$ cat src/inc/dma_evt_pkg.sv
// constants and carrier types for the dma channel event/interrupt block
// assumes a 32-bit register port with one-cycle read latency
package dma_evt_pkg;
  localparam int ADDR_W = 4;
  localparam logic [3:0] OFF_ECON = 4'h0;
  localparam logic [3:0] OFF_INT = 4'h4;
  localparam logic [3:0] OFF_SSA = 4'h8;
  localparam logic [3:0] OFF_DSA = 4'hc;
  localparam logic [3:0] OFF_CTRL = 4'h0 + 4'h0 + 4'h0 + 4'h0 + 4'h0;
  localparam logic [ADDR_W-1:0] OFF_CHCTL = 4'h0;
  // event control field positions
  localparam int AIRQ_LSB = 16;
  localparam int SIRQ_LSB = 8;
  localparam int FORCE_BIT = 7;
  localparam int ABORT_BIT = 6;
  localparam int PAT_BIT = 5;
  localparam int SIEN_BIT = 4;
  localparam int AIEN_BIT = 3;
  localparam logic [7:0] IRQ_SEL_RST = 8'hff;
  // interrupt control layout
  localparam int IE_LSB = 16;
  localparam int FLAG_LSB = 0;
  localparam int F_SDONE = 7;
  localparam int F_SHALF = 6;
  localparam int F_DDONE = 5;
  localparam int F_DHALF = 4;
  localparam int F_BLOCK = 3;
  localparam int F_CELL = 2;
  localparam int F_ABORT = 1;
  localparam int F_AERR = 0;
  // channel control register (own offset)
  localparam logic [3:0] OFF_CHAN = 4'h1;
  localparam int CH_ON_BIT = 7;
  localparam int CH_AED_BIT = 6;
  localparam int CH_AEN_BIT = 4;
  localparam int CH_BUSY_BIT = 15;

  typedef struct packed {
    logic [ADDR_W-1:0] addr;
    logic [31:0] wdata;
    logic wr;
    logic rd;
  } reg_req_t;

  typedef struct packed {
    logic [15:0] src_ptr;
    logic [15:0] src_size;
    logic [15:0] dst_ptr;
    logic [15:0] dst_size;
    logic cell_done;
    logic block_done;
    logic pattern_match;
    logic addr_error;
  } xfer_stat_t;

  typedef enum logic [2:0] {
    ST_IDLE = 3'b001,
    ST_ARMED = 3'b010,
    ST_BUSY = 3'b100
  } chan_state_t;
endpackage

$ cat src/core/dma_evt_ctrl.sv
// dma channel event and interrupt control: selectors, flags, start addresses
// assumes the transfer engine reports progress on the xfer status inputs
// in sys_clk domain; irq_event is a one-cycle strobe with irq_num from the
// system interrupt controller on the same clock.
//
// Strobed register access and the register addresses are this design's own decisions.
`timescale 1ns/100ps
module dma_evt_ctrl
  import dma_evt_pkg::*;
(
  // clock and reset
  input wire logic sys_clk,
  input wire logic rst_n,
  // register port
  input wire reg_req_t req,
  output logic [31:0] rdata,
  // system interrupt events
  input wire logic irq_event,
  input wire logic [7:0] irq_num,
  // transfer engine status
  input wire xfer_stat_t xstat,
  // transfer engine control
  output logic start_xfer,
  output logic abort_xfer,
  output logic busy,
  output logic chan_irq
);

  logic [7:0] abort_sel_r;
  logic [7:0] start_sel_r;
  logic pat_en_r, sien_r, aien_r;
  logic [7:0] ie_r, flag_r, flag_nxt;
  logic [31:0] ssa_r, dsa_r;
  logic ch_on_r, aed_r, aen_r, ch_on_nxt;
  logic [31:0] rdata_nxt;
  logic start_r, abort_r, irq_r, busy_r;
  logic [3:0] mark_hit_r;
  chan_state_t st_r, st_nxt;

  function automatic logic at_half(input logic [15:0] p, input logic [15:0] s);
    // a size of zero means 65536 bytes, half of that is 32768
    at_half = (p == ((s == 16'h0000) ? 16'h8000 : {1'b0, s[15:1]}));
  endfunction

  // register decode
  wire wr_econ = req.wr && req.addr == OFF_ECON;
  wire wr_int = req.wr && req.addr == OFF_INT;
  wire wr_ssa = req.wr && req.addr == OFF_SSA;
  wire wr_dsa = req.wr && req.addr == OFF_DSA;
  wire wr_chan = req.wr && req.addr == OFF_CHAN;
  // write data fields watched by the checks below
  wire [7:0] wdata_ie = req.wdata[IE_LSB +: 8];
  wire [7:0] wdata_asel = req.wdata[AIRQ_LSB +: 8];

  // events are admitted while on, or while off if allowed
  wire ev_ok = ch_on_r || aed_r;
  wire irq_start = irq_event && sien_r && irq_num == start_sel_r;
  wire irq_abort = irq_event && aien_r && irq_num == abort_sel_r;
  wire sw_force = wr_econ && req.wdata[FORCE_BIT];
  wire sw_abort = wr_econ && req.wdata[ABORT_BIT];
  wire pat_abort = pat_en_r && xstat.pattern_match;
  wire irq_abort_ok = irq_abort && ev_ok;
  wire do_abort = irq_abort_ok || sw_abort || pat_abort;
  wire do_start = ((irq_start && ev_ok) || sw_force) && !do_abort;
  wire blk_end = xstat.block_done || (pat_en_r && xstat.pattern_match);

  // pointer marks are edge detected: a pointer parked on its mark sets the
  // flag once, so software can clear it; reset value all ones hides the
  // all-zero status that the engine shows straight after reset
  wire src_done_hit = xstat.src_ptr == xstat.src_size;
  wire src_half_hit = at_half(xstat.src_ptr, xstat.src_size);
  wire dst_done_hit = xstat.dst_ptr == xstat.dst_size;
  wire dst_half_hit = at_half(xstat.dst_ptr, xstat.dst_size);
  wire [3:0] mark_hit = {src_done_hit, src_half_hit, dst_done_hit, dst_half_hit};
  wire [3:0] mark_rise = mark_hit & ~mark_hit_r;

  always_ff @(posedge sys_clk or negedge rst_n) begin
    if (!rst_n) begin
      mark_hit_r <= 4'hf;
    end else begin
      mark_hit_r <= mark_hit;
    end
  end

  // status events
  wire [7:0] ev_set = {
    mark_rise[3],
    mark_rise[2],
    mark_rise[1],
    mark_rise[0],
    xstat.block_done || xstat.pattern_match,
    xstat.cell_done,
    irq_abort_ok,
    xstat.addr_error
  };

  // hardware set wins over a software write in the same cycle
  always_comb begin
    flag_nxt = flag_r;
    if (wr_int) begin
      flag_nxt = req.wdata[FLAG_LSB +: 8];
    end
    flag_nxt = flag_nxt | ev_set;
  end

  always_comb begin
    ch_on_nxt = ch_on_r;
    if (wr_chan) begin
      ch_on_nxt = req.wdata[CH_ON_BIT];
    end
    if (pat_abort) begin
      ch_on_nxt = 1'b0;
    end else if (xstat.block_done && !aen_r) begin
      ch_on_nxt = 1'b0;
    end
  end

  always_comb begin
    case (st_r)
      ST_IDLE: st_nxt = ch_on_r ? ST_ARMED : ST_IDLE;
      ST_ARMED: st_nxt = do_abort ? ST_ARMED : (do_start ? ST_BUSY : ST_ARMED);
      ST_BUSY: st_nxt = (do_abort || blk_end) ? ST_ARMED : ST_BUSY;
      default: st_nxt = ST_IDLE;
    endcase
    if (!ch_on_nxt && st_nxt == ST_ARMED) begin
      st_nxt = ST_IDLE;
    end
    if (do_start && st_r != ST_BUSY) begin
      st_nxt = ST_BUSY;
    end
  end

  // read mux, unimplemented bits zero
  always_comb begin
    case (req.addr)
      OFF_ECON: rdata_nxt = {8'h00, abort_sel_r, start_sel_r, 2'b00, pat_en_r,
                             sien_r, aien_r, 3'b000};
      OFF_INT: rdata_nxt = {8'h00, ie_r, 8'h00, flag_r};
      OFF_SSA: rdata_nxt = ssa_r;
      OFF_DSA: rdata_nxt = dsa_r;
      OFF_CHAN: rdata_nxt = {16'h0000, st_r == ST_BUSY, 7'h00, ch_on_r, aed_r,
                             1'b0, aen_r, 4'h0};
      default: rdata_nxt = 32'h0000_0000;
    endcase
  end

  always_ff @(posedge sys_clk or negedge rst_n) begin
    if (!rst_n) begin
      abort_sel_r <= IRQ_SEL_RST;
      start_sel_r <= IRQ_SEL_RST;
      pat_en_r <= 1'b0;
      sien_r <= 1'b0;
      aien_r <= 1'b0;
    end else if (wr_econ) begin
      abort_sel_r <= req.wdata[AIRQ_LSB +: 8];
      start_sel_r <= req.wdata[SIRQ_LSB +: 8];
      pat_en_r <= req.wdata[PAT_BIT];
      sien_r <= req.wdata[SIEN_BIT];
      aien_r <= req.wdata[AIEN_BIT];
    end
  end

  always_ff @(posedge sys_clk or negedge rst_n) begin
    if (!rst_n) begin
      ie_r <= 8'h00;
      flag_r <= 8'h00;
    end else begin
      if (wr_int) begin
        ie_r <= req.wdata[IE_LSB +: 8];
      end
      flag_r <= flag_nxt;
    end
  end

  // software owns these; physical addresses assumed
  always_ff @(posedge sys_clk or negedge rst_n) begin
    if (!rst_n) begin
      ssa_r <= 32'h0000_0000;
      dsa_r <= 32'h0000_0000;
    end else begin
      if (wr_ssa) begin
        ssa_r <= req.wdata;
      end
      if (wr_dsa) begin
        dsa_r <= req.wdata;
      end
    end
  end

  always_ff @(posedge sys_clk or negedge rst_n) begin
    if (!rst_n) begin
      ch_on_r <= 1'b0;
      aed_r <= 1'b0;
      aen_r <= 1'b0;
      st_r <= ST_IDLE;
    end else begin
      ch_on_r <= ch_on_nxt;
      if (wr_chan) begin
        aed_r <= req.wdata[CH_AED_BIT];
        aen_r <= req.wdata[CH_AEN_BIT];
      end
      st_r <= st_nxt;
    end
  end

  always_ff @(posedge sys_clk or negedge rst_n) begin
    if (!rst_n) begin
      rdata <= 32'h0000_0000;
      start_r <= 1'b0;
      abort_r <= 1'b0;
      irq_r <= 1'b0;
      busy_r <= 1'b0;
    end else begin
      rdata <= req.rd ? rdata_nxt : 32'h0000_0000;
      busy_r <= st_nxt == ST_BUSY;
      start_r <= do_start;
      abort_r <= do_abort;
      irq_r <= |(flag_nxt & (wr_int ? req.wdata[IE_LSB +: 8] : ie_r));
    end
  end

  assign start_xfer = start_r;
  assign abort_xfer = abort_r;
  assign chan_irq = irq_r;
  assign busy = busy_r;

  // checks
  abort_irq_a: assert property (@(posedge sys_clk) disable iff (!rst_n)
    irq_event && aien_r && irq_num == abort_sel_r && ch_on_r |=> abort_xfer && flag_r[F_ABORT])
    else $error("abort irq did not abort");
  start_gate_a: assert property (@(posedge sys_clk) disable iff (!rst_n)
    irq_event && !sien_r && !req.wr |=> !start_xfer)
    else $error("start irq not gated");
  force_start_a: assert property (@(posedge sys_clk) disable iff (!rst_n)
    sw_force && !do_abort |=> start_xfer ##1 busy)
    else $error("force did not start");
  sw_abort_a: assert property (@(posedge sys_clk) disable iff (!rst_n)
    sw_abort |=> abort_xfer)
    else $error("abort bit ignored");
  pat_off_a: assert property (@(posedge sys_clk) disable iff (!rst_n)
    pat_en_r && xstat.pattern_match |=> !ch_on_r)
    else $error("pattern abort kept channel on");
  cell_flag_a: assert property (@(posedge sys_clk) disable iff (!rst_n)
    xstat.cell_done |=> flag_r[F_CELL])
    else $error("cell flag not set");
  aerr_flag_a: assert property (@(posedge sys_clk) disable iff (!rst_n)
    xstat.addr_error |=> flag_r[F_AERR])
    else $error("address error flag not set");
  off_ignore_a: assert property (@(posedge sys_clk) disable iff (!rst_n)
    !ch_on_r && !aed_r && !req.wr && !pat_abort |=> !abort_xfer && !start_xfer)
    else $error("event taken while off");
  auto_off_a: assert property (@(posedge sys_clk) disable iff (!rst_n)
    xstat.block_done && !aen_r |=> !ch_on_r)
    else $error("channel stayed on after block");
  irq_out_a: assert property (@(posedge sys_clk) disable iff (!rst_n)
    ##1 chan_irq == |($past(flag_nxt) & ie_r))
    else $error("irq mismatch");
  unimpl_a: assert property (@(posedge sys_clk) disable iff (!rst_n)
    req.rd && req.addr == OFF_INT |=> rdata[15:8] == 8'h00 && rdata[31:24] == 8'h00)
    else $error("reserved bits not zero");
  // event gating
  start_sel_a: assert property (@(posedge sys_clk) disable iff (!rst_n)
    irq_start && ev_ok && !do_abort
    |=> start_xfer)
    else $error("selected start irq ignored");
  abort_gate_a: assert property (@(posedge sys_clk) disable iff (!rst_n)
    irq_event && !aien_r && !sw_abort && !pat_abort
    |=> !abort_xfer)
    else $error("abort irq not gated");
  events_off_a: assert property (@(posedge sys_clk) disable iff (!rst_n)
    irq_start && aed_r && !ch_on_r && !do_abort
    |=> start_xfer)
    else $error("allowed event while off ignored");
  auto_keep_a: assert property (@(posedge sys_clk) disable iff (!rst_n)
    ch_on_r && xstat.block_done && aen_r && !pat_abort && !wr_chan
    |=> ch_on_r)
    else $error("auto enable channel turned off");
  // register contents
  force_zero_a: assert property (@(posedge sys_clk) disable iff (!rst_n)
    req.rd && req.addr == OFF_ECON
    |=> !rdata[FORCE_BIT])
    else $error("force bit read as one");
  abort_zero_a: assert property (@(posedge sys_clk) disable iff (!rst_n)
    req.rd && req.addr == OFF_ECON
    |=> !rdata[ABORT_BIT])
    else $error("abort bit read as one");
  sel_write_a: assert property (@(posedge sys_clk) disable iff (!rst_n)
    wr_econ
    |=> abort_sel_r == $past(wdata_asel))
    else $error("abort selector not written");
  ie_hold_a: assert property (@(posedge sys_clk) disable iff (!rst_n)
    wr_int
    |=> ie_r == $past(wdata_ie))
    else $error("interrupt enables not written");
  ssa_write_a: assert property (@(posedge sys_clk) disable iff (!rst_n)
    wr_ssa
    |=> ssa_r == $past(req.wdata))
    else $error("source address not written");
  dsa_write_a: assert property (@(posedge sys_clk) disable iff (!rst_n)
    wr_dsa
    |=> dsa_r == $past(req.wdata))
    else $error("destination address not written");
  econ_resv_a: assert property (@(posedge sys_clk) disable iff (!rst_n)
    req.rd && req.addr == OFF_ECON
    |=> rdata[31:24] == 8'h00 && rdata[2:0] == 3'b000)
    else $error("event control reserved bits not zero");
  rdata_idle_a: assert property (@(posedge sys_clk) disable iff (!rst_n)
    !req.rd
    |=> rdata == 32'h0000_0000)
    else $error("read data outside its cycle");
  // status flags
  src_done_a: assert property (@(posedge sys_clk) disable iff (!rst_n)
    mark_rise[3]
    |=> flag_r[F_SDONE])
    else $error("source done flag not set");
  src_half_a: assert property (@(posedge sys_clk) disable iff (!rst_n)
    mark_rise[2]
    |=> flag_r[F_SHALF])
    else $error("source half flag not set");
  dst_done_a: assert property (@(posedge sys_clk) disable iff (!rst_n)
    mark_rise[1]
    |=> flag_r[F_DDONE])
    else $error("dest done flag not set");
  dst_half_a: assert property (@(posedge sys_clk) disable iff (!rst_n)
    mark_rise[0]
    |=> flag_r[F_DHALF])
    else $error("dest half flag not set");
  block_flag_a: assert property (@(posedge sys_clk) disable iff (!rst_n)
    xstat.block_done || xstat.pattern_match
    |=> flag_r[F_BLOCK])
    else $error("block flag not set");
  abort_flag_a: assert property (@(posedge sys_clk) disable iff (!rst_n)
    irq_abort_ok
    |=> flag_r[F_ABORT])
    else $error("abort flag not set");
  // interrupt request
  irq_drop_a: assert property (@(posedge sys_clk) disable iff (!rst_n)
    ie_r == 8'h00 && !wr_int
    |=> !chan_irq)
    else $error("irq without enable");
  irq_set_a: assert property (@(posedge sys_clk) disable iff (!rst_n)
    (|(flag_r & ie_r)) && !wr_int
    |=> chan_irq)
    else $error("enabled flag raised no irq");
  one_state_a: assert property (@(posedge sys_clk) disable iff (!rst_n)
    $onehot(st_r))
    else $error("state not one-hot");
  cov_start_c: cover property (@(posedge sys_clk) disable iff (!rst_n) irq_start ##1 start_xfer);
  cov_block_c: cover property (@(posedge sys_clk) disable iff (!rst_n) busy ##1 !busy);
  cov_pat_c: cover property (@(posedge sys_clk) disable iff (!rst_n) pat_abort ##1 abort_xfer);
  cov_abort_c: cover property (@(posedge sys_clk) disable iff (!rst_n) busy ##1 abort_xfer);
  cov_irq_c: cover property (@(posedge sys_clk) disable iff (!rst_n) !chan_irq ##1 chan_irq);
endmodule

$ cat config.mk
export PLATFORM = sky130hd
export DESIGN_NAME = dma_evt_ctrl
export DESIGN_NICKNAME = d
export VERILOG_FILES = /design/src/inc/dma_evt_pkg.sv /design/src/core/dma_evt_ctrl.sv
export SDC_FILE = /design/constraint.sdc
export NUM_CORES = 1
export LEC_CHECK = 0
export BUFFER_PORTS_ARGS = -buffer_cell sky130_fd_sc_hd__buf_2
export CAP_MARGIN = 20
export CORE_UTILIZATION = 50
export DETAILED_ROUTE_END_ITERATION = 7
export PLACE_DENSITY = 0.73
export SYNTH_ARGS = -nofsm -noshare
export SYNTH_HDL_FRONTEND = slang
export SYNTH_SLANG_ARGS = --single-unit
$ cat constraint.sdc
create_clock -name sys_clk -period 1.6 [get_ports sys_clk]
set_input_delay 0.24 -clock sys_clk [delete_from_list [all_inputs] [get_ports sys_clk]]
set_output_delay 0.24 -clock sys_clk [all_outputs]
set_load 0.01 [all_outputs]
=== Word-level counts from Yosys, hierarchy flattened ===
Cells that the tools add are included.

* Bits in latches: 0
* Output and inout bits: 36
* Memory bits (read-only): 0
* Logic and storage cells: 87
* Bits in writable memories: 0
* Memories kept: 0
* Input bits: 117
* Flip-flop bits (word level): 145

* Mux-type cells: 16
* Shift-type cells: 0
* $lt $le $gt $ge: 0
* Reductions and logical operators: 32
* Eq/ne operators: 16
* Div/mod/pow operators: 0
* Bitwise gates (word level): 4
* $mul: 0
* Add/subtract/negate cells: 0

{| class="wikitable"
|+ Operator list
! operator !! number
|-
| 32-bit case mux with 5 select lines || 1
|-
| 16-bit equality test || 4
|-
| 16-bit logical NOT || 2
|-
| 16-bit two-way mux || 2
|-
| 32-bit two-way mux || 1
|-
| 1-bit logical AND || 18
|-
| 8-bit equality test || 2
|-
| 8-bit two-way mux || 2
|-
| 3-bit two-way mux || 5
|-
| 3-bit case mux with 3 select lines || 1
|-
| 8-bit AND || 1
|-
| 4-bit equality test (second input constant) || 2
|-
| 8-bit bitwise OR || 1
|-
| 8-bit OR reduction || 1
|-
| 1-bit logical OR || 7
|-
| 3-bit by 2-bit equality test with 1-bit output (second input constant) || 2
|-
| 3-bit equality test (second input constant) || 2
|-
| 4-bit AND || 1
|-
| 4-bit by 1-bit equality test with 1-bit output (second input constant) || 1
|-
| 4-bit by 3-bit equality test with 1-bit output (second input constant) || 1
|-
| 4-bit logical NOT || 1
|-
| 4-bit inverter || 1
|-
| 3-bit by 1-bit equality test with 1-bit output (second input constant) || 1
|-
| 1-bit logical NOT || 3
|-
| other kinds (3) || 5
|}

=== Logic depth before layout (Yosys ltp) ===
Gate-level depths: netlist of run 1.

* Word-level depth: 15
* Mapped depth: 8
* Depth with buffers taken out: 6

=== Worst setup path after synthesis of run 1 ===
Ideal clock, no wire load.

* Kind: input-to-reg
* Start point: input port req[35] (netlist bit)
* End point: register aien_r
* Required time: 1,475 ps
* Slack: -292 ps
* Data arrival time: 1,767 ps
* Path buffers: 3
* Stages: 6
* Setup time: 125 ps
* Path through: buf_6 nor4b_4 nor2b_1 buf_4 buf_4 mux2_2

* Longest elaborated chain between the ends: 2

{| class="wikitable"
|+ Ends and longest elaborated chain
! item !! line !! text
|-
| from (decl) || dma_evt_ctrl.sv:15 || <nowiki>input wire reg_req_t req,</nowiki>
|-
| 4-bit logical NOT || dma_evt_ctrl.sv:46 || <nowiki>wire wr_econ = req.wr && req.addr == OFF_ECON;</nowiki>
|-
| 1-bit logical AND || dma_evt_ctrl.sv:46 ||
|-
| to (signal assigned) || dma_evt_ctrl.sv:159 || <nowiki>aien_r <= req.wdata[AIEN_BIT];</nowiki>
|-
| to (decl) || dma_evt_ctrl.sv:31 || <nowiki>logic pat_en_r, sien_r, aien_r;</nowiki>
|}

No other way between the ends.
A chain may end at the register's enable or synchronous reset.

=== Final worst setup path of run 1 ===
* Start point: register start_sel_r[1]
* End point: register st_r[1]

* Longest elaborated chain between the ends: 12
* Elaborated cells on any way between the ends: 13
* Those cells by class: eq/ne (2); mux (5); reduce/logical (6)

{| class="wikitable"
|+ Ends and longest elaborated chain
! item !! line !! text
|-
| from (decl) || dma_evt_ctrl.sv:30 || <nowiki>logic [7:0] start_sel_r;</nowiki>
|-
| from (signal assigned) || dma_evt_ctrl.sv:156 || <nowiki>start_sel_r <= req.wdata[SIRQ_LSB +: 8];</nowiki>
|-
| 8-bit equality test * || dma_evt_ctrl.sv:57 || <nowiki>wire irq_start = irq_event && sien_r && irq_num == start_sel_r;</nowiki>
|-
| 1-bit logical AND * || dma_evt_ctrl.sv:57 ||
|-
| 1-bit logical AND * || dma_evt_ctrl.sv:64 || <nowiki>wire do_start = ((irq_start && ev_ok) || sw_force) && !do_abort;</nowiki>
|-
| 1-bit logical OR * || dma_evt_ctrl.sv:64 ||
|-
| 1-bit logical AND * || dma_evt_ctrl.sv:64 ||
|-
| 3-bit two-way mux (2 in a row) || dma_evt_ctrl.sv:121 || <nowiki>ST_ARMED: st_nxt = do_abort ? ST_ARMED : (do_start ? ST_BUSY : ST_ARMED);</nowiki>
|-
| 3-bit case mux with 3 select lines || dma_evt_ctrl.sv:119 || <nowiki>case (st_r)</nowiki>
|-
| 3-bit by 2-bit equality test with 1-bit output || dma_evt_ctrl.sv:125 || <nowiki>if (!ch_on_nxt && st_nxt == ST_ARMED) begin</nowiki>
|-
| 1-bit logical AND || dma_evt_ctrl.sv:125 ||
|-
| 3-bit two-way mux || dma_evt_ctrl.sv:125 ||
|-
| 3-bit two-way mux * || dma_evt_ctrl.sv:128 || <nowiki>if (do_start && st_r != ST_BUSY) begin</nowiki>
|-
| net st_nxt[1] || dma_evt_ctrl.sv:38 || <nowiki>chan_state_t st_r, st_nxt;</nowiki>
|-
| to (signal assigned) || dma_evt_ctrl.sv:202 || <nowiki>st_r <= st_nxt;</nowiki>
|-
| to (decl) || dma_evt_ctrl.sv:38 ||
|}

The timed path passes the listed nets; every way through them passes the cells marked *.

==> results.sh, run 1 <==
export IMPL_core_footprint_sq_um=13500
export IMPL_clock_pin_transition_on_the_worst_setup_and_hold_timing_paths_ns=0.06
export IMPL_synth_top_cells_by_area="dfrtp_1, mux2_2, dfstp_2"
export IMPL_final_setup_viol_count=7
export IMPL_synth_top_cells_by_count="dfrtp_1, mux2_2, xnor2_1"
export IMPL_root_buffer="clkbuf_16"
export IMPL_rsz0062_at_grt="yes"
export IMPL_floorplan_die_width_microns=120
export IMPL_synthDominantCellAreaShare_pct=44.5
export IMPL_first_pass_iters=6
export IMPL_die_area_sq_um=14400
export IMPL_netlist_instances=545
export IMPL_sequential_area_share_after_synthesis_pct=52.4
export IMPL_design_power_total_w=0.0107
export IMPL_synth_cell_type_count=41
export IMPL_timing_critical_path_fanout_max=4
export IMPL_layout_stage_area_growth_over_the_synthesis_result_pct=34.2
export IMPL_cell_with_the_most_instances_after_synthesis="dfrtp_1"
export IMPL_leakagePower_nw=4.43
export IMPL_drive_above_1_share_pct=53.0
export IMPL_floorplan_initialDensity_pct=51.9
export IMPL_max_clock_path_buffers=2
export IMPL_multi_input_comb_area_sq_um=3290
export IMPL_worst_setup_path_start_kind="register"
export IMPL_final_antenna_net_count=0
export IMPL_violations_in_the_final_reports="negative setup slack"
export IMPL_synthesis_area_per_instance_sq_um=12.8
export IMPL_num_fill_cells=983
export IMPL_regArea_sq_um=3650
export IMPL_antenna_diode_count=0
export IMPL_routed_wirelength_mm=18.6
export IMPL_top_level_ports=153
export IMPL_worst_slew_pin_slew_ns=0.385
export IMPL_status="finished, violations left"
export IMPL_clkLatencyLatePin_ns=0.42
export IMPL_synth_fp_nets=662
export IMPL_routed_via_count=5479
export IMPL_yosys_area_top_type="dfrtp_1"
export IMPL_floorplan_rows=42
export IMPL_holdCritPathClass="primary input to register"
export IMPL_grt_usage_pct=27.2
export IMPL_fin_hold_viols=0
export IMPL_global_route_overflow_total=0
export IMPL_global_route_wire_length_before_repair_mm=29.4
export IMPL_post_drt_via_cell_ratio=5.59
export IMPL_io_buffer_count=152
export IMPL_slew_headroom_pct=73.6
export IMPL_whs_ns=0.0536
export IMPL_routedWlPerCell_microns=19.0
export IMPL_clock_sinks=145
export IMPL_detailedPlacementHpwl_mm=13.7
export IMPL_htree_levels=4
export IMPL_tritoncts="done"
export IMPL_tcrit_tclk_final_pct=109
export IMPL_ys_ff_latch=145
export IMPL_grt_pass1_vias=5715
export IMPL_fin_skew_ns=0.00710
export IMPL_critical_path_required_ns=1.89
export IMPL_synth_edff_count=0
export IMPL_grt_max_degree=43
export IMPL_numCtsBuffers=17
export IMPL_final_nets=909
export IMPL_pwr_density_cell_nw_per_um2=1140
export IMPL_remaining_drc_errors=0
export IMPL_final_instance_count_excl_fill=981
export IMPL_fin_tns_setup_ns=-0.521
export IMPL_grt_antenna_before_repair=0
export IMPL_worstPathArrival_ns=2.04
export IMPL_worst_ir_drop_vdd_v=0.000810
export IMPL_gp_congestion=0.976
export IMPL_maxClockFrequency_mhz=572
export IMPL_post_route_worst_setup_slack_ns=-0.149
export IMPL_final_max_slew_violation_count=0
export IMPL_die_height_microns=120
export IMPL_mappedNetlistArea_sq_um=6980
export IMPL_timing_worst_setup_path_type="register to register"
export IMPL_synth_flop_cell="dfrtp_1"
export IMPL_yosys_warnings=0
export IMPL_finalCriticalPeriod_ns=1.75
export IMPL_setup_worst_path_end_class="register"
export IMPL_placed_cells=948
export IMPL_iter_0_drt_violations=488
export IMPL_drv_max_cap_violation_count=0
export IMPL_synth_async_reset_ratio_pct=100
==> registers in the layout (all words and copies together), names as in the netlist, 3 cells and up <==
name,cells
ie_r,8
abort_sel_r,8
ssa_r,32
dsa_r,32
st_r,3
start_sel_r,8
rdata,32
flag_r,8
mark_hit_r,4
==> layout make-up <==
class,count,share of cell area [%]
Inverter,3,0.120
Clock buffer,19,4.73
Sequential cell,145,39.0
Clock inverter,13,1.48
Multi-Input combinational cell,374,35.2
Tap cell,176,2.35
Timing Repair Buffer,251,17.1
==> power by group <==
group | total [W] | switching (W) | leakage (nW) | internal, W
Clock | 0.00387 | 0.00154 | 0.271 | 0.00233
Combinational | 0.00208 | 0.000859 | 2.37 | 0.00122
Sequential | 0.00475 | 0.000394 | 1.79 | 0.00435
==> logic make-up (layout without fill, tap and decap cells) <==
family          count (synthesis)  count (layout)  share of synthesized area [%]
compound gates                 47              47                           5.04
simple gates                  130             130                           10.3
buf+inv                        26             286                           1.86
xor+xnor                       78              78                           9.79
flops                         145             145                           52.4
mux                           119             119                           20.7
==> placed cells by master (no fill, tap or decap), drive strengths merged, types with 2 or more instances in the layout <==
cell type  instances
a22oi             23
nor3               3
nor4              18
mux2             103
clkinv             6
a221oi             6
inv                3
or3b               2
a211oi             2
clkbuf            19
o31ai              2
dfrtp            124
xor2              28
nand3              8
a21oi              3
dfstp             21
nand2             16
buf              250
nand2b             4
nor2              32
mux2i              6
and3              12
nand4             20
mux4              10
xnor2             50
clkinvlp           5
bufinv             2
a222oi             3
o21ai              4
nor2b              7
nand3b             5
==> final timing paths <==
check / cells after the start / endpoint / slack, ns / from
max: 6 / st_r[1] / -0.15 / start_sel_r[1]
min: 2 / ssa_r[29] / 0.05 / req[31]
max reg2reg: 6 / st_r[1] / -0.15 / start_sel_r[1]
min reg2reg: 1 / ssa_r[5] / 0.50 / ssa_r[5]
max in group asynchronous: 3 / mark_hit_r[3] / 0.66 / rst_n
min in group asynchronous: 2 / dsa_r[13] / 0.31 / rst_n
==> stage by stage <==
stage          area (sq um)  utilization, %  setup WS (ns)
2_1_floorplan          7050               -         -0.222
3_3_place_gp           8720            64.8         -0.221
6_report               9370            69.6         -0.149
3_5_place_dp           8720            64.8         -0.287
5_1_grt                9370            69.6         -0.219
4_1_cts                9340            69.4        -0.0907
==> critical path: stages, from the launching register on <==
cell	delay [ns]
dfstp_2	0.55
xnor2_1	0.12
nand4_1	0.19
nor3_4	0.28
a21oi_2	0.10
a221oi_2	0.30
nor2b_1	0.08
==> what timing repair did <==
item,4_1_cts,5_1_grt
gates resized for setup,6,6
hold buffers,1,0
buffers inserted,0,0
endpoints found under the hold margin,29,0
gates cloned,0,0
pin swaps,10,7
endpoints found under the setup margin,6,8
==> per-layer routing <==
| layer | wire length, microns | up-vias | track usage (%) |
|---|---|---|---|
| met4 | 320 | 0 | 9.14 |
| met5 | 0 | - | 0 |
| met1 | 7610 | 2736 | 34.2 |
| met2 | 9450 | 232 | 46.2 |
| met3 | 1260 | 31 | 5.99 |
| li1 | - | 2480 | - |
Power figures use the tool's default switching activity.
==> run 2: changes to the inputs <==
--- a/config.mk
+++ b/config.mk
@@ -5,6 +5,7 @@
 export SDC_FILE = /design/constraint.sdc
 export NUM_CORES = 1
 export LEC_CHECK = 0
+export ABC_AREA = 1
 export BUFFER_PORTS_ARGS = -buffer_cell sky130_fd_sc_hd__buf_2
 export CAP_MARGIN = 20
 export CORE_UTILIZATION = 50
==> run 2 against run 1 <==
  * The flow still finishes with violations (negative setup slack)
  * Non-clock buffer count shrank 66
  * Register-to-register slack improved by 0.11 ns
  * Flip-flop and latch count unchanged
  * Critical path depth increased by 4
  * Clock-buffer cell count up 3
  * Clock power grew 15%
  * Critical path type unchanged
  * Highest routed layer unchanged
==> results.sh, run 2 <==
export IMPL_hold_startpoint="req[14]"
export IMPL_grt_antenna_before_repair=0
export IMPL_critical_path_slowest_cell="dfstp_2"
export IMPL_leakagePower_nw=4.83
export IMPL_grt_util_met1_pct=34.3
export IMPL_slew_headroom_pct=63.9
export IMPL_routed_wirelength_mm=18.5
export IMPL_synth_fp_nets=1032
export IMPL_power_frac_clock_pct=41.7
export IMPL_synth_async_reset_ratio_pct=100
export IMPL_whs_ns=0.0852
export IMPL_timing_critical_path_slowest_cell_delay_ns=0.54
export IMPL_drive_above_1_share_pct=24.6
export IMPL_top_level_ports=153
export IMPL_synth_cell_type_count=35
export IMPL_htree_levels=4
export IMPL_synth_flop_cell="dfrtp_1"
export IMPL_final_cell_mix="nand2_1, buf_2, dfrtp_1"
export IMPL_ys_ff_latch=145
export IMPL_core_footprint_sq_um=14000
export IMPL_power_share_sequential_pct=43.3
export IMPL_violations_in_the_final_reports="negative setup slack"
export IMPL_timing_worst_setup_path_type="register to register"
export IMPL_fin_hold_viols=0
export IMPL_worst_ir_drop_vdd_v=0.00102
export IMPL_first_pass_iters=5
export IMPL_final_design_area_no_fill_sq_um=9230
export IMPL_tritoncts="done"
export IMPL_clkLatencyLatePin_ns=0.42
export IMPL_worst_hold_path_endpoint="start_sel_r[4]"
export IMPL_die_height_microns=122
export IMPL_clock_pin_transition_on_the_worst_setup_and_hold_timing_paths_ns=0.06
export IMPL_rsz0062_at_grt="yes"
export IMPL_critical_path_required_ns=1.95
export IMPL_mostFrequentLayoutCell="nand2_1"
export IMPL_root_buffer="clkbuf_16"
export IMPL_yosys_area_top_type="dfrtp_1"
export IMPL_global_route_overflow_total=0
export IMPL_grt_pass1_vias=6221
export IMPL_post_route_worst_setup_slack_ns=-0.0343
export IMPL_final_max_slew_violation_count=0
export IMPL_numCtsBuffers=17
export IMPL_netlist_instances=915
export IMPL_drv_max_cap_violation_count=0
export IMPL_worst_r2r_path_depth=10
export IMPL_routedWlPerCell_microns=14.4
export IMPL_sequential_area_share_after_synthesis_pct=50.4
export IMPL_floorplan_rows=43
export IMPL_remaining_drc_errors=0
export IMPL_final_setup_viol_count=2
export IMPL_finalCriticalPeriod_ns=1.63
export IMPL_pwr_density_cell_nw_per_um2=1150
export IMPL_num_fill_cells=1184
export IMPL_setup_worst_path_end_class="register"
export IMPL_worst_slew_pin_slew_ns=0.541
export IMPL_synthesis_area_per_instance_sq_um=7.92
export IMPL_final_antenna_net_count=0
export IMPL_synthDominantCellAreaShare_pct=42.8
export IMPL_max_clock_path_buffers=2
export IMPL_placed_cell_area_sq_um=8450
export IMPL_gp_congestion=0.841
export IMPL_final_nets=1206
export IMPL_maxClockFrequency_mhz=612
export IMPL_switching_power_w=0.00277
export IMPL_regToRegStartpoint="abort_sel_r[7]"
export IMPL_floorplan_die_width_microns=122
export IMPL_yosys_warnings=0
export IMPL_worst_setup_path_start_kind="register"
export IMPL_tcrit_tclk_final_pct=102
export IMPL_reg2reg_to="st_r[1]"
export IMPL_synth_top_cells_by_area="dfrtp_1, nand2_1, dfstp_2"
export IMPL_path_cells="inv_2 > nand2_1 > o21ai_2 > nor2_1 > nand4_1 > nand3b_1 > nand2_1 > nand3_2 > nand2_1 > nor2_1"
export IMPL_detailedPlacementHpwl_mm=13.2
export IMPL_cell_with_the_most_instances_after_synthesis="nand2_1"
export IMPL_met3_usage_pct=5.86
export IMPL_synth_top_cells_by_count="nand2_1, dfrtp_1, inv_1"
export IMPL_grt_max_degree=65
export IMPL_holdCritPathClass="primary input to register"
export IMPL_hold_path_depth=3
export IMPL_setup_reg_to_reg_worst_slack_ns=-0.03
export IMPL_iter_0_drt_violations=525
export IMPL_antenna_diode_count=0
export IMPL_io_buffer_count=152
export IMPL_layout_stage_area_growth_over_the_synthesis_result_pct=27.3
export IMPL_mappedNetlistArea_sq_um=7250
export IMPL_die_area_sq_um=15000
export IMPL_design_power_total_w=0.0106
export IMPL_global_route_wire_length_before_repair_mm=29.9
export IMPL_clock_sinks=145
export IMPL_routed_via_count=6573
export IMPL_dpl_worst_slack_ns=-0.0552
export IMPL_grt_busiest_layer="met2"
export IMPL_grt_usage_pct=26.0
export IMPL_power_switching_fraction_pct=26.1
export IMPL_status="finished, violations left"
export IMPL_internal_power_w=0.00787
export IMPL_comb_power_share_pct=15.0
export IMPL_fin_skew_ns=0.00515
export IMPL_synth_edff_count=0
export IMPL_grt_use_met2_pct=43.2
export IMPL_reg_largest_list="dsa_r (32), rdata (32), ssa_r (32)"
export IMPL_cp_common_cell="nand2_1"
export IMPL_worstPathArrival_ns=1.98
export IMPL_timing_critical_path_fanout_max=3
export IMPL_floorplan_initialDensity_pct=51.8
export IMPL_post_drt_via_cell_ratio=5.13
[run 2: cell types whose count changed after synthesis, moves of 16 or more]
cell and delta:
nand3_1 +22, a22oi_1 -23, o21ai_0 +103, nor4_1 -16, mux2_2 -100, inv_1 +108
xnor2_1 -37, nand2_1 +256, nor2_1 +54
[run 2: layout make-up]
| cell class | count | area, sq um | area share (%) |
|---|---|---|---|
| clock buffer | 22 | 484 | 5.24 |
| multi-input combinational | 627 | 3140 | 34.1 |
| inverter | 113 | 424 | 4.59 |
| sequential | 145 | 3650 | 39.6 |
| tap | 180 | 225 | 2.44 |
| timing repair buffer | 185 | 1120 | 12.1 |
| clock inverter | 10 | 179 | 1.94 |
[run 2: how the worst max path moves through the flow]
stage | from | end | cells past startpoint
2_1_floorplan | abort_sel_r[5] | st_r[1] | 11
3_3_place_gp | abort_sel_r[1] | st_r[1] | 12
3_5_place_dp | req[35] | chan_irq | 12
4_1_cts | abort_sel_r[7] | st_r[1] | 12
5_1_grt | abort_sel_r[7] | st_r[1] | 10
6_report | abort_sel_r[7] | st_r[1] | 10
[run 2: power groups by stage]
stage | clock [W] | combinational (W) | sequential [W]
global route | 0.00463 | 0.00183 | 0.00468
CTS | 0.00445 | 0.00153 | 0.00460
global placement | 0 | 0.00147 | 0.00464
floorplan | 0 | 0.000878 | 0.00459
detailed placement | 0 | 0.00151 | 0.00465
finish | 0.00444 | 0.00159 | 0.00462
[run 2: stage by stage]
stage               cells  setup TNS [ns]  util (%)
finish               1282         -0.0380      66.0
detailed placement   1248          -0.118      60.4
global route         1282          -0.481      66.0
global placement     1248        -0.00477      60.4
CTS                  1281               0      65.3
floorplan             915               0         -
[run 2: per-layer routing]
layer	up-vias	wire, microns
met4	0	175
met5	-	0
li1	3240	-
met2	230	9120
met3	20	1060
met1	3083	8160
[run 2: cells by family after synthesis]
logic type / share of synthesized area [%]
buf+inv: 7.71
simple gates: 23.5
compound gates: 11.9
flops: 50.4
xor+xnor: 6.52
[run 2: critical path: cells and delay by family (launching register included)]
| kind | cells | cell delay (ns) |
|---|---|---|
| simple gates | 8 | 0.93 |
| flops | 1 | 0.54 |
| buf+inv | 1 | 0.04 |
| compound gates | 1 | 0.06 |
[run 2: timing repair]
action,CTS,global route
endpoints found under the hold margin,105,0
endpoints found under the setup margin,3,6
pin swaps,0,3
setup buffers,0,1
resized for setup,3,26
hold buffers,1,0
==> run 3: changes to the inputs <==
==> constraint.sdc (replaced) <==
create_clock -name sys_clk -period 1.6 [get_ports sys_clk]
set_input_delay 0.32 -clock sys_clk [delete_from_list [all_inputs] [get_ports sys_clk]]
set_output_delay 0.32 -clock sys_clk [all_outputs]
set_load 0.01 [all_outputs]
==> run 3 against run 2 <==
  * The flow still finishes with violations (negative setup slack)
  * Core utilization grew 0.55 points
  * Final area grew 0.84%
  * Sequential share of layout area decreased by 0.33 points
  * Die area is the same
  * Flip-flop and latch count stayed put
==> results.sh, run 3 (same netlist as run 2, synthesis figures left out) <==
export IMPL_status="finished, violations left"
export IMPL_violations_in_the_final_reports="negative setup slack"
export IMPL_finalCriticalPeriod_ns=1.67
export IMPL_switching_power_w=0.00281
export IMPL_dpl_worst_slack_ns=-0.130
export IMPL_internal_power_w=0.00758
export IMPL_post_route_worst_setup_slack_ns=-0.0733
export IMPL_maxClockFrequency_mhz=598
export IMPL_drv_max_cap_violation_count=0
export IMPL_die_height_microns=122
export IMPL_routed_wirelength_mm=18.2
export IMPL_core_footprint_sq_um=14000
export IMPL_floorplan_die_width_microns=122
export IMPL_holdCritPathClass="primary input to register"
export IMPL_rsz0062_at_grt="yes"
export IMPL_critical_path_required_ns=1.90
export IMPL_worst_ir_drop_vdd_v=0.000806
export IMPL_tritoncts="done"
export IMPL_remaining_drc_errors=0
export IMPL_iter_0_drt_violations=485
export IMPL_tcrit_tclk_final_pct=105
export IMPL_final_design_area_no_fill_sq_um=9310
export IMPL_global_route_overflow_total=0
export IMPL_floorplan_rows=43
export IMPL_worst_slew_pin_slew_ns=0.585
export IMPL_first_pass_iters=5
export IMPL_layout_stage_area_growth_over_the_synthesis_result_pct=28.4
export IMPL_slew_headroom_pct=61.0
export IMPL_timing_critical_path_slowest_cell_delay_ns=0.57
export IMPL_detailedPlacementHpwl_mm=13.1
export IMPL_global_route_wire_length_before_repair_mm=29.8
export IMPL_clock_sinks=145
export IMPL_final_max_slew_violation_count=0
export IMPL_grt_max_degree=58
export IMPL_gp_congestion=0.878
export IMPL_final_nets=1225
export IMPL_clock_pin_transition_on_the_worst_setup_and_hold_timing_paths_ns=0.06
export IMPL_clkLatencyLatePin_ns=0.42
export IMPL_setup_worst_path_end_class="register"
export IMPL_timing_worst_setup_path_type="register to register"
export IMPL_top_level_ports=153
export IMPL_reg_largest_list="dsa_r (32), rdata (32), ssa_r (32)"
export IMPL_final_cell_mix="nand2_1, buf_2, dfrtp_1"
export IMPL_power_frac_clock_pct=39.7
export IMPL_timing_critical_path_fanout_max=5
export IMPL_fin_hold_viols=0
export IMPL_grt_antenna_before_repair=0
export IMPL_mostFrequentLayoutCell="nand2_1"
export IMPL_pwr_density_cell_nw_per_um2=1120
export IMPL_routedWlPerCell_microns=14.0
export IMPL_fin_skew_ns=0.00683
export IMPL_final_setup_viol_count=3
export IMPL_grt_pass1_vias=6290
export IMPL_path_cells="buf_4 > nand2_1 > nand2_1 > nor3_2 > nand3_1 > nor2_4 > nor2_4 > nand2_4 > nor2_1 > nor2_1"
export IMPL_num_fill_cells=1198
export IMPL_max_clock_path_buffers=2
export IMPL_leakagePower_nw=4.89
export IMPL_power_switching_fraction_pct=27.0
export IMPL_floorplan_initialDensity_pct=51.8
export IMPL_critical_path_slowest_cell="dfstp_2"
export IMPL_worstPathArrival_ns=1.97
export IMPL_final_antenna_net_count=0
export IMPL_numCtsBuffers=17
export IMPL_drive_above_1_share_pct=25.2
export IMPL_placed_cell_area_sq_um=8590
export IMPL_antenna_diode_count=0
export IMPL_comb_power_share_pct=15.8
export IMPL_post_drt_via_cell_ratio=5.07
export IMPL_grt_usage_pct=26.0
export IMPL_root_buffer="clkbuf_16"
export IMPL_htree_levels=4
export IMPL_routed_via_count=6601
export IMPL_power_share_sequential_pct=44.5
export IMPL_worst_setup_path_start_kind="register"
export IMPL_die_area_sq_um=15000
export IMPL_io_buffer_count=152
-- run 3: metrics by stage --
step	power, W	instances	util, %	TNS (ns)	hold WS, ns
floorplan	0.00547	915	-	0	0.0244
global placement	0.00617	1265	61.4	-0.282	0.130
detailed placement	0.00622	1265	61.4	-0.435	0.129
CTS	0.0104	1299	66.1	-0.0162	0.149
global route	0.0109	1301	66.6	-0.538	0.176
finish	0.0104	1301	66.6	-0.105	0.163
-- run 3: path summary, 6_finish.rpt --
kind | startpoint | to | slack, ns | depth (start not counted)
min in group asynchronous | rst_n | dsa_r[0] | 0.27 | 2
worst min-delay path | req[12] | start_sel_r[2] | 0.16 | 3
worst max register to register | abort_sel_r[7] | st_r[1] | -0.07 | 10
max in group asynchronous | rst_n | abort_sel_r[4] | 0.77 | 3
worst max-delay path | abort_sel_r[7] | st_r[1] | -0.07 | 10
worst min register to register | dsa_r[30] | dsa_r[30] | 0.48 | 2
-- run 3: metal layers --
layer | vias up | track usage (%) | share of wire, %
met1 | 3055 | 35.5 | 45
li1 | 3295 | - | -
met3 | 26 | 5.20 | 5.7
met2 | 225 | 41.5 | 48
met5 | - | 0 | 0
met4 | 0 | 8.46 | 1.6
-- run 3: layout make-up --
| cell class | count | area [sq um] | area share, % |
|---|---|---|---|
| Multi-Input combinational cell | 627 | 3110 | 33.4 |
| Inverter | 113 | 424 | 4.56 |
| Tap cell | 180 | 225 | 2.42 |
| Clock inverter | 11 | 153 | 1.64 |
| Sequential cell | 145 | 3650 | 39.3 |
| Timing Repair Buffer | 204 | 1270 | 13.7 |
| Clock buffer | 21 | 470 | 5.05 |
-- run 3: power by group through the flow --
stage	Sequential (W)	Combinational (W)	Clock (W)
after global placement	0.00465	0.00152	0
after detailed placement	0.00466	0.00156	0
final	0.00462	0.00164	0.00413
after CTS	0.00461	0.00161	0.00417
after floorplan	0.00459	0.000878	0
after global routing	0.00468	0.00189	0.00431
-- run 3: critical path: cells and delay by family (launching register included) --
family        cells  cell delay, ns
flops             1            0.57
buf+inv           1            0.11
simple gates      9            0.87
-- run 3: what timing repair did --
item | in CTS | in global routing
setup buffers | 1 | 2
pin swaps | 0 | 10
endpoints found under the setup margin | 6 | 6
resized for setup | 8 | 11
hold endpoints to repair | 124 | 0
hold buffers | 1 | 0
